<file path="config.mk">
export PLATFORM = sky130hd
export DESIGN_NAME = fpr_fan_ramp
export DESIGN_NICKNAME = d
export VERILOG_FILES = /design/src/hw/fpr_pkg.sv /design/src/hw/fpr_fan_ramp.sv
export SDC_FILE = /design/constraint.sdc
export NUM_CORES = 1
export LEC_CHECK = 0
export ABC_AREA = 1
export CORE_MARGIN = 1.5
export CORE_UTILIZATION = 40
export CTS_CLUSTER_SIZE = 16
export DETAILED_ROUTE_END_ITERATION = 12
export DONT_BUFFER_PORTS = 1
export PLACE_DENSITY = 0.55
export RECOVER_POWER = 50
export SYNTH_ARGS = -nofsm -noshare
export SYNTH_HDL_FRONTEND = slang
export SYNTH_SLANG_ARGS = --single-unit
</file>
<file path="constraint.sdc">
create_clock -name core_clk -period 3.6 [get_ports core_clk]
set_input_delay 0.18 -clock core_clk [delete_from_list [all_inputs] [get_ports core_clk]]
set_output_delay 0.18 -clock core_clk [all_outputs]
set_load 0.01 [all_outputs]
</file>
<file path="src/hw/fpr_pkg.sv">
// Package with register map, field layouts and ramp timing for the fan ramp
package fpr_pkg;

    // ****************************************************************
    // Register map
    // ****************************************************************
    localparam logic [7:0] ADDR_RAMP_OPTION  = 8'h10;
    localparam logic [7:0] ADDR_CONFIG_LOCK  = 8'h40;
    localparam logic [7:0] ADDR_ACOUSTIC_A   = 8'h62;
    localparam logic [7:0] ADDR_ACOUSTIC_B   = 8'h63;

    localparam logic [7:0] RST_ACOUSTIC_A    = 8'h00;
    localparam logic [7:0] RST_ACOUSTIC_B    = 8'h00;
    localparam logic [7:0] RST_RAMP_OPTION   = 8'h00;
    localparam logic [7:0] ACOUSTIC_B_MASK   = 8'h77;
    localparam int         LOCK_BIT          = 0;

    // ****************************************************************
    // Field layouts
    // ****************************************************************
    typedef struct packed {
        logic       fan_drive_3_floor_select;
        logic       fan_drive_2_floor_select;
        logic       fan_drive_1_floor_select;
        logic       tach_align_all;
        logic       remote1_smoothing_on;
        logic [2:0] remote1_ramp_rate;
    } fpr_acoustic_a_s;

    typedef struct packed {
        logic       rsvd_hi;
        logic [2:0] remote2_ramp_rate;
        logic       rsvd_lo;
        logic [2:0] local_ramp_rate;
    } fpr_acoustic_b_s;

    typedef struct packed {
        logic       slow_ramp;
        logic [3:0] rsvd;
        logic [2:0] quarter_rate;
    } fpr_ramp_option_s;

    // ****************************************************************
    // Ramp timing
    // ****************************************************************
    localparam int     NUM_CH         = 3;
    localparam int     DUTY_FULL      = 255;
    localparam longint CYC_PER_MS     = 64'd100000;
    localparam longint FAST_SWEEP_MS  = 64'd37500;
    localparam longint SLOW_SWEEP_MS  = 64'd52200;
    localparam longint FAST_SLOT_CYC  =
        FAST_SWEEP_MS * CYC_PER_MS / DUTY_FULL;
    localparam longint SLOW_SLOT_CYC  =
        SLOW_SWEEP_MS * CYC_PER_MS / DUTY_FULL;
    localparam int     SLOT_W         = 25;
    localparam logic [1:0] QUARTER_LAST = 2'h3;

endpackage : fpr_pkg

</file>
<file path="src/hw/fpr_fan_ramp.sv">
// Fan drive duty ramp smoothing with acoustics registers
`timescale 1ns/1ps

module fpr_fan_ramp #(
    parameter logic [fpr_pkg::SLOT_W-1:0] FAST_SLOT =
        fpr_pkg::SLOT_W'(fpr_pkg::FAST_SLOT_CYC),
    parameter logic [fpr_pkg::SLOT_W-1:0] SLOW_SLOT =
        fpr_pkg::SLOT_W'(fpr_pkg::SLOW_SLOT_CYC)
) (
    input  wire logic       core_clk,
    input  wire logic       reset_n,
    input  wire logic [7:0] reg_addr,
    input  wire logic [7:0] reg_wdata,
    input  wire logic       reg_wr,
    input  wire logic       reg_rd,
    output logic      [7:0] reg_rdata,
    input  wire logic [7:0] target_duty_1,
    input  wire logic [7:0] target_duty_2,
    input  wire logic [7:0] target_duty_3,
    input  wire logic [7:0] min_duty_1,
    input  wire logic [7:0] min_duty_2,
    input  wire logic [7:0] min_duty_3,
    input  wire logic [2:0] below_start,
    output logic      [7:0] fan_drive_1,
    output logic      [7:0] fan_drive_2,
    output logic      [7:0] fan_drive_3,
    output logic      [2:0] tach_align,
    output logic            config_locked
);
    import fpr_pkg::*;

    // ****************************************************************
    // Helpers
    // ****************************************************************
    function automatic logic [7:0] rate_inc(input logic [2:0] code);
        case (code)
            3'h0:    rate_inc = 8'h01;
            3'h1:    rate_inc = 8'h02;
            3'h2:    rate_inc = 8'h03;
            3'h3:    rate_inc = 8'h04;
            3'h4:    rate_inc = 8'h08;
            3'h5:    rate_inc = 8'h0C;
            3'h6:    rate_inc = 8'h18;
            default: rate_inc = 8'h30;
        endcase
    endfunction : rate_inc

    // ****************************************************************
    // Register file
    // ****************************************************************
    fpr_acoustic_a_s  acoustic_a;
    fpr_acoustic_b_s  acoustic_b;
    fpr_ramp_option_s ramp_option;
    logic             lock;
    logic       [7:0] rdata;
    fpr_acoustic_a_s  next_acoustic_a;
    fpr_acoustic_b_s  next_acoustic_b;
    fpr_ramp_option_s next_ramp_option;
    logic             next_lock;
    logic       [7:0] next_rdata;

    always_comb begin
        next_acoustic_a  = acoustic_a;
        next_acoustic_b  = acoustic_b;
        next_ramp_option = ramp_option;
        next_lock        = lock;
        next_rdata       = 8'h00;
        if (reg_wr) begin
            case (reg_addr)
                ADDR_ACOUSTIC_A: begin
                    if (!lock) begin
                        next_acoustic_a = fpr_acoustic_a_s'(reg_wdata);
                    end
                end
                ADDR_ACOUSTIC_B: begin
                    if (!lock) begin
                        next_acoustic_b =
                            fpr_acoustic_b_s'(reg_wdata & ACOUSTIC_B_MASK);
                    end
                end
                ADDR_RAMP_OPTION: begin
                    next_ramp_option = fpr_ramp_option_s'(reg_wdata & 8'h87);
                end
                ADDR_CONFIG_LOCK: begin
                    // Lock only ever sets; reset is the sole way out
                    next_lock = lock | reg_wdata[LOCK_BIT];
                end
                default: begin
                end
            endcase
        end
        if (reg_rd) begin
            case (reg_addr)
                ADDR_ACOUSTIC_A:  next_rdata = acoustic_a;
                ADDR_ACOUSTIC_B:  next_rdata = acoustic_b;
                ADDR_RAMP_OPTION: next_rdata = ramp_option;
                ADDR_CONFIG_LOCK: next_rdata = {7'h00, lock};
                default:          next_rdata = 8'h00;
            endcase
        end
    end

    always_ff @(posedge core_clk) begin
        if (!reset_n) begin
            acoustic_a  <= fpr_acoustic_a_s'(RST_ACOUSTIC_A);
            acoustic_b  <= fpr_acoustic_b_s'(RST_ACOUSTIC_B);
            ramp_option <= fpr_ramp_option_s'(RST_RAMP_OPTION);
            lock        <= 1'b0;
            rdata       <= 8'h00;
        end else begin
            acoustic_a  <= next_acoustic_a;
            acoustic_b  <= next_acoustic_b;
            ramp_option <= next_ramp_option;
            lock        <= next_lock;
            rdata       <= next_rdata;
        end
    end

    // ****************************************************************
    // Time slot generator
    // ****************************************************************
    logic [SLOT_W-1:0] slot_cnt;
    logic [SLOT_W-1:0] next_slot_cnt;
    logic [SLOT_W-1:0] slot_last;
    logic              slot_tick;

    always_comb begin
        // Slow option stretches every slot by the sweep-time ratio
        slot_last     = (ramp_option.slow_ramp ? SLOW_SLOT : FAST_SLOT)
                        - SLOT_W'(1);
        slot_tick     = (slot_cnt >= slot_last);
        next_slot_cnt = slot_tick ? '0 : slot_cnt + SLOT_W'(1);
    end

    always_ff @(posedge core_clk) begin
        if (!reset_n) begin
            slot_cnt <= '0;
        end else begin
            slot_cnt <= next_slot_cnt;
        end
    end

    // ****************************************************************
    // Per-channel ramp (ch 0 remote 1, ch 1 local, ch 2 remote 2)
    // ****************************************************************
    logic [7:0] goal   [NUM_CH];
    logic [7:0] target [NUM_CH];
    logic [7:0] mins   [NUM_CH];
    logic [2:0] code   [NUM_CH];
    logic       smooth [NUM_CH];
    logic [2:0] floor_sel;

    assign target[0] = target_duty_1;
    assign target[1] = target_duty_2;
    assign target[2] = target_duty_3;
    assign mins[0]   = min_duty_1;
    assign mins[1]   = min_duty_2;
    assign mins[2]   = min_duty_3;
    assign code[0]   = acoustic_a.remote1_ramp_rate;
    assign code[1]   = acoustic_b.local_ramp_rate;
    assign code[2]   = acoustic_b.remote2_ramp_rate;
    assign smooth[0] = acoustic_a.remote1_smoothing_on;
    assign smooth[1] = 1'b1;
    assign smooth[2] = 1'b1;
    assign floor_sel = {acoustic_a.fan_drive_3_floor_select,
                        acoustic_a.fan_drive_2_floor_select,
                        acoustic_a.fan_drive_1_floor_select};

    logic [7:0] duty [NUM_CH];
    logic [1:0] qdiv [NUM_CH];

    genvar g;
    generate
        for (g = 0; g < NUM_CH; g++) begin : g_ch
            logic [7:0] next_duty;
            logic [1:0] next_qdiv;
            logic       ch_tick;
            logic [7:0] inc;
            logic [7:0] gap;

            always_comb begin
                // Below start the goal is off or the programmed floor
                goal[g]   = below_start[g]
                          ? (floor_sel[g] ? mins[g] : 8'h00)
                          : target[g];
                inc       = rate_inc(code[g]);
                ch_tick   = slot_tick && (!ramp_option.quarter_rate[g]
                                          || qdiv[g] == QUARTER_LAST);
                next_qdiv = slot_tick ? qdiv[g] + 2'h1 : qdiv[g];
                gap       = (goal[g] > duty[g]) ? goal[g] - duty[g]
                                                : duty[g] - goal[g];
                next_duty = duty[g];
                if (!smooth[g]) begin
                    next_duty = goal[g];
                end else if (ch_tick) begin
                    // Clamp the step so the ramp lands on the goal exactly
                    if (goal[g] > duty[g]) begin
                        next_duty = (gap <= inc) ? goal[g]
                                                 : duty[g] + inc;
                    end else if (goal[g] < duty[g]) begin
                        next_duty = (gap <= inc) ? goal[g]
                                                 : duty[g] - inc;
                    end
                end
            end

            always_ff @(posedge core_clk) begin
                if (!reset_n) begin
                    duty[g] <= 8'h00;
                    qdiv[g] <= 2'h0;
                end else begin
                    duty[g] <= next_duty;
                    qdiv[g] <= next_qdiv;
                end
            end
        end
    endgenerate

    // ****************************************************************
    // Outputs
    // ****************************************************************
    always_ff @(posedge core_clk) begin
        if (!reset_n) begin
            tach_align <= 3'h0;
        end else begin
            // Inputs 3 and 4 always follow drive 3; input 2 optionally
            tach_align <= {2'h3, acoustic_a.tach_align_all};
        end
    end

    assign reg_rdata     = rdata;
    assign fan_drive_1   = duty[0];
    assign fan_drive_2   = duty[1];
    assign fan_drive_3   = duty[2];
    assign config_locked = lock;

endmodule : fpr_fan_ramp

</file>
== Word level (Yosys, flattened, before mapping) ==
Memories as Yosys holds them, arrays and structs flattened.
Cells that the tools add are included.

* $add $sub $neg: 17
* Magnitude comparators: 10
* Equal/unequal tests: 25
* Muxes and demuxes: 42
* Bitwise gates (word level): 9
* Reduce and logical (&&, ||, !) cells: 18

{| class="wikitable"
|+ Operators with widths
! operator !! count
|-
| two-way mux 8 bit || 28
|-
| one-hot mux 6 bit (7 select lines) || 3
|-
| subtractor 8 bit || 9
|-
| one-hot mux 8 bit (4 select lines) || 1
|-
| equality test 3 bit, second input constant || 9
|-
| adder 25 x 1 -> 25 bit, second input constant || 1
|-
| greater-or-equal comparator 25 bit || 1
|-
| two-way mux 25 bit || 1
|-
| subtractor 25 x 1 -> 25 bit, second input constant || 1
|-
| adder 8 bit || 3
|-
| equality test 8 x 7 -> 1 bit, second input constant || 3
|-
| greater-than comparator 8 bit || 3
|-
| less-or-equal comparator 8 bit || 3
|-
| < comparator 8 bit || 3
|-
| equality test 3 x 2 -> 1 bit, second input constant || 6
|-
| two-way mux 2 bit || 6
|-
| equality test 3 x 1 -> 1 bit, second input constant || 3
|-
| zero test 3 bit || 3
|-
| equality test 8 x 5 -> 1 bit, second input constant || 1
|-
| OR 1 bit || 7
|-
| adder 2 x 1 -> 2 bit, second input constant || 3
|-
| equality test 2 bit, second input constant || 3
|-
| AND reduction 2 bit || 3
|-
| AND reduction 3 bit || 2
|-
| 7 further kinds || 15
|}

* Flip-flop bits (word level): 55
* Bits in writable memories: 30
* Bits of input ports: 71
* Word-level logic and storage cells: 138
* Memories: 2

{| class="wikitable"
|+ Memory list
! name !! words !! width !! read ports !! clocked after Yosys merged registers in !! wr ports !! RTL line !! source
|-
| duty || 3 || 8 || 3 || 0 || 3 || fpr_fan_ramp.sv:169 || <nowiki>logic [7:0] duty [NUM_CH];</nowiki>
|-
| qdiv || 3 || 2 || 3 || 0 || 3 || fpr_fan_ramp.sv:170 || <nowiki>logic [1:0] qdiv [NUM_CH];</nowiki>
|}

== Longest topological paths before layout ==
* Depth in word-level cells: 11
* Gate-level depth with buffers: 27

== Worst setup path before layout ==
OpenSTA, ideal clock, no wires.

* Path kind: register to register
* Start point: reg acoustic_a[7] (netlist name)
* End point: mem duty[2][1]
* Setup time: 113 ps
* Arrival time: 3,501 ps
* Required time: 3,487 ps
* Setup slack: -14 ps
* Stages on the path, launching flop included: 25
* Path buffers: 2
* Period minus slack after synthesis: 3,614 ps
* Path through: dfxtp_1 -> nand2_1 -> o22ai_1 -> inv_1 -> ha_1 -> fa_1 -> inv_1 -> nand3_1 -> nand2_1 -> nand2_1 -> a21oi_2 -> buf_2 -> o21ai_0 -> o211ai_1 -> xnor2_1 -> inv_1 -> ha_1 -> a21o_1 -> nor2_2 -> nand2_2 -> nand2_2 -> buf_6 -> nor2_1 -> o21ai_1 -> inv_1

{| class="wikitable"
|+ RTL lines
! what !! RTL line !! source
|-
| start, declared || fpr_fan_ramp.sv:51 || <nowiki>fpr_acoustic_a_s acoustic_a;</nowiki>
|-
| start signal, assigned || fpr_fan_ramp.sv:105 || <nowiki>acoustic_a <= fpr_acoustic_a_s'(RST_ACOUSTIC_A);</nowiki>
|-
| start signal, assigned || fpr_fan_ramp.sv:111 || <nowiki>acoustic_a <= next_acoustic_a;</nowiki>
|-
| end, declared || fpr_fan_ramp.sv:169 ||
|}

==> flow_summary.yaml <==
sta:
  slew_headroom_pct: -15.37
  tightestPinTransition_ns: 1.709
  finalHoldViolCount: 0
  rsz0062_at_grt: "yes"
  whs_ns: 0.01385
  finalMaxSlewViolations: 8
  setup_ws_ns: 0.1249
  tns_ns: 0
  period_needed_ns: 3.475
  finClkSkew_ns: 0.009862
  setup_viol_count_final: 0
  fmaxAchievable_mhz: 287.8
  post-route-period-util_pct: 96.53
die:
  rows: 54
  coreArea_um2: 21690
  die-height_um: 151.2
  die-width_um: 151.2
  die_area_um2: 22850
  num_io_pins: 107
  start_util_pct: 40.49
logic_synthesis:
  yosysUniqueCellTypes: 51
  synth_area_um2: 8781
  ys_seq_area_share_pct: 19.15
  ys_seq_elements: 84
  ys_async_sr_fraction_pct: 0
  synth-edff-count: 0
  syn-mean-instance-area_um2: 6.433
  ys_warn_count: 0
  yosys_most_used_dff: "dfxtp_1"
  synthCells: 1365
  syn_nets: 1566
clock_network:
  clock_path_buffers: 2
  cts_tree: "built"
  clk_pin_slew_ns: 0.07
  cts-root-buf: "clkbuf_16"
  cts_made_buffers: 9
  clock_latency_ns: 0.35
  clkSinkCount: 84
  htreeDepth: 3
run:
  cap_violations: 1
setup_path:
  startpoint: "acoustic_a[5]$_SDFFE_PN0P_"
  critPathKind: "reg2reg"
  regToRegSetupSlack_ns: 0.12
  crit_slowest_cell: "dfxtp_2"
  slowest_delay_ns: 0.32
  r2r_start: "acoustic_a[5]$_SDFFE_PN0P_"
  setup.worst_path.start_class: "register"
  cp.required_ns: 3.85
  worstPathMaxFanout: 7
  worstPathArrival_ns: 3.72
  critPathCaptureType: "register"
  path_cells: "nand2_2, inv_4, a22oi_2, inv_2, ha_4, nand2_2, nor3_4, nand4_1, nand2_4, buf_6, mux2i_2, ha_1, inv_1, o21bai_1, a21oi_1, nor2_1, o22ai_1, nand2_2, buf_4, nand3_1, nand3_1, nand3_1, inv_1"
placed_design:
  place_ws_ns: -0.1072
  hpwl_um: 19910
  portBuffers: 0
  place_congestion: 0.8724
global_route:
  antenna_found_initial: 0
  grt_first_pass_wirelength_um: 39820
  grtUsageTotal_pct: 21.95
  grt.overflow.total: 0
  grt_start_max_net_pins: 32
  grt_pass1_vias: 8156
drt:
  wl_um: 25150
  post_drt_wl_per_cell_um: 14.23
  vias_per_cell: 5.023
  drc: 0
  vias: 8876
  firstDrtPassIters: 5
  initialDrtViolationCount: 446
  antenna_left: 0
hold_path:
  hold_path.class: "in2reg"
  min_from: "reg_wdata[0]"
run_status:
  status: "finished, violations left"
  violations: "max-capacitance violations, max-slew violations"
layout:
  fillerInstances: 2225
  drive_gt1_share_pct: 16.75
  n_antenna_cell: 0
  syn2layout_area_growth_pct: 22.87
  final_nets: 1683
power:
  max-vdd-ir-drop_uv: 208.1
  cellPowerDensity_nw_per_um2: 267.0
  total_power_mw: 2.880
  leakage_nw: 5.312
==> timing repair <==
item / 4_1_cts / 5_1_grt
setup buffers: 0 / 20
pin swaps: 0 / 53
resized for setup: 13 / 116
hold buffers: 7 / 0
cloned: 0 / 2
hold endpoints to repair: 34 / 0
setup endpoints to repair: 16 / 24
==> logic make-up after synthesis <==
| kind of cell | Yosys count | share of synthesized area, % |
|---|---|---|
| and+or+nand+nor | 598 | 29.47 |
| buffers and inverters | 267 | 11.77 |
| AOI/OAI and AO/OA | 248 | 16.20 |
| adders and majority gates | 130 | 19.55 |
| DFF | 84 | 19.15 |
| xor gates and xnor gates | 33 | 3.292 |
| muxes | 5 | 0.5700 |
==> critical path: cells and delay by family (launching register included) <==
family | cells | cell delay, ns
mux | 1 | 0.20
simple gates | 10 | 1.19
fa+ha+maj | 2 | 0.53
buf+inv | 6 | 0.52
flops | 1 | 0.32
compound gates | 4 | 0.60
==> stage by stage <==
| stage | cell area, um^2 | util [%] | std cells |
|---|---|---|---|
| finish | 10790 | 49.75 | 1767 |
| global route | 10790 | 49.75 | 1767 |
| CTS | 10200 | 47.02 | 1746 |
| detailed placement | 9776 | 45.07 | 1723 |
| global placement | 9776 | 45.07 | 1723 |
| floorplan | 8788 | - | 1365 |
==> synthesized netlist by cell type, types with 3 or more instances <==
cell	number	area (um^2)
ha_1	118	1476
nor3b_1	11	82.58
nand2_1	326	1224
a22oi_1	18	135.1
dfxtp_1	84	1682
or2_2	4	25.02
nand3_1	84	420.4
o211ai_1	6	45.04
a21o_1	4	30.03
and3_1	3	18.77
xor2_1	27	236.5
a31oi_1	4	25.02
o31ai_1	3	22.52
xnor2_1	6	52.55
o22ai_1	8	50.05
a211oi_1	3	22.52
nand2_2	12	75.07
buf_2	7	35.03
mux2i_1	5	50.05
clkbuf_1	11	41.29
o21ai_1	11	55.05
o21bai_1	3	22.52
nand4_1	18	112.6
nand3b_1	4	30.03
nor3_1	10	50.05
nor2_2	8	50.05
a21oi_1	106	530.5
inv_1	237	889.6
fa_1	12	240.2
o21ai_0	68	340.3
inv_2	6	22.52
nor2_1	110	412.9
==> final cells by class <==
type,instances,area (um^2),area share [%]
clock buffers,11,252.7,2.343
well taps,280,350.3,3.247
clock inverters,5,42.54,0.3943
flip-flops and latches,84,1688,15.64
inverters,245,922.1,8.547
multi-input cells,1016,6609,61.25
repair buffers,126,924.6,8.570
==> power by group <==
group / total, mW / switching [mW] / internal [mW]
Combinational: 0.993 / 0.552 / 0.441
Sequential: 0.944 / 0.00873 / 0.936
Clock: 0.943 / 0.427 / 0.516
Total: 2.88 / 0.988 / 1.89
==> state kept, by name, summed over array words and instances (netlist names) <==
name and flops:
config_locked 1, ramp_option 4, acoustic_b 6, duty 24, acoustic_a 8, slot_cnt 25
tach_align 2, qdiv 6, reg_rdata 8
==> final timing paths <==
path | to | cells after the start
setup / recovery | duty[0][1]$_SDFFE_PN0P_ | 23
setup reg to reg | duty[0][1]$_SDFFE_PN0P_ | 23
hold / removal | ramp_option[0]$_SDFFE_PN0P_ | 2
hold reg to reg | tach_align[0]$_SDFF_PN0_ | 2
==> cells in the final DEF, fill, tap and decap left out, drive strengths merged, types with 31 or more instances in the layout <==
master | synthesis | final
a21oi | 109 | 109
o21ai | 81 | 81
buf | 11 | 100
clkbuf | 11 | 31
nand2 | 338 | 340
dfxtp | 84 | 84
nand3 | 84 | 84
ha | 118 | 118
inv | 243 | 246
nor2 | 119 | 119
==> metal layers <==
| layer | GRT usage [%] | part of all wire [%] |
|---|---|---|
| met1 | 29.29 | 47 |
| met2 | 37.56 | 48 |
| met3 | 2.801 | 3.4 |
| met4 | 5.000 | 1.5 |
| met5 | 0 | 0 |
No activity file was read; power rests on OpenSTA's default activity.
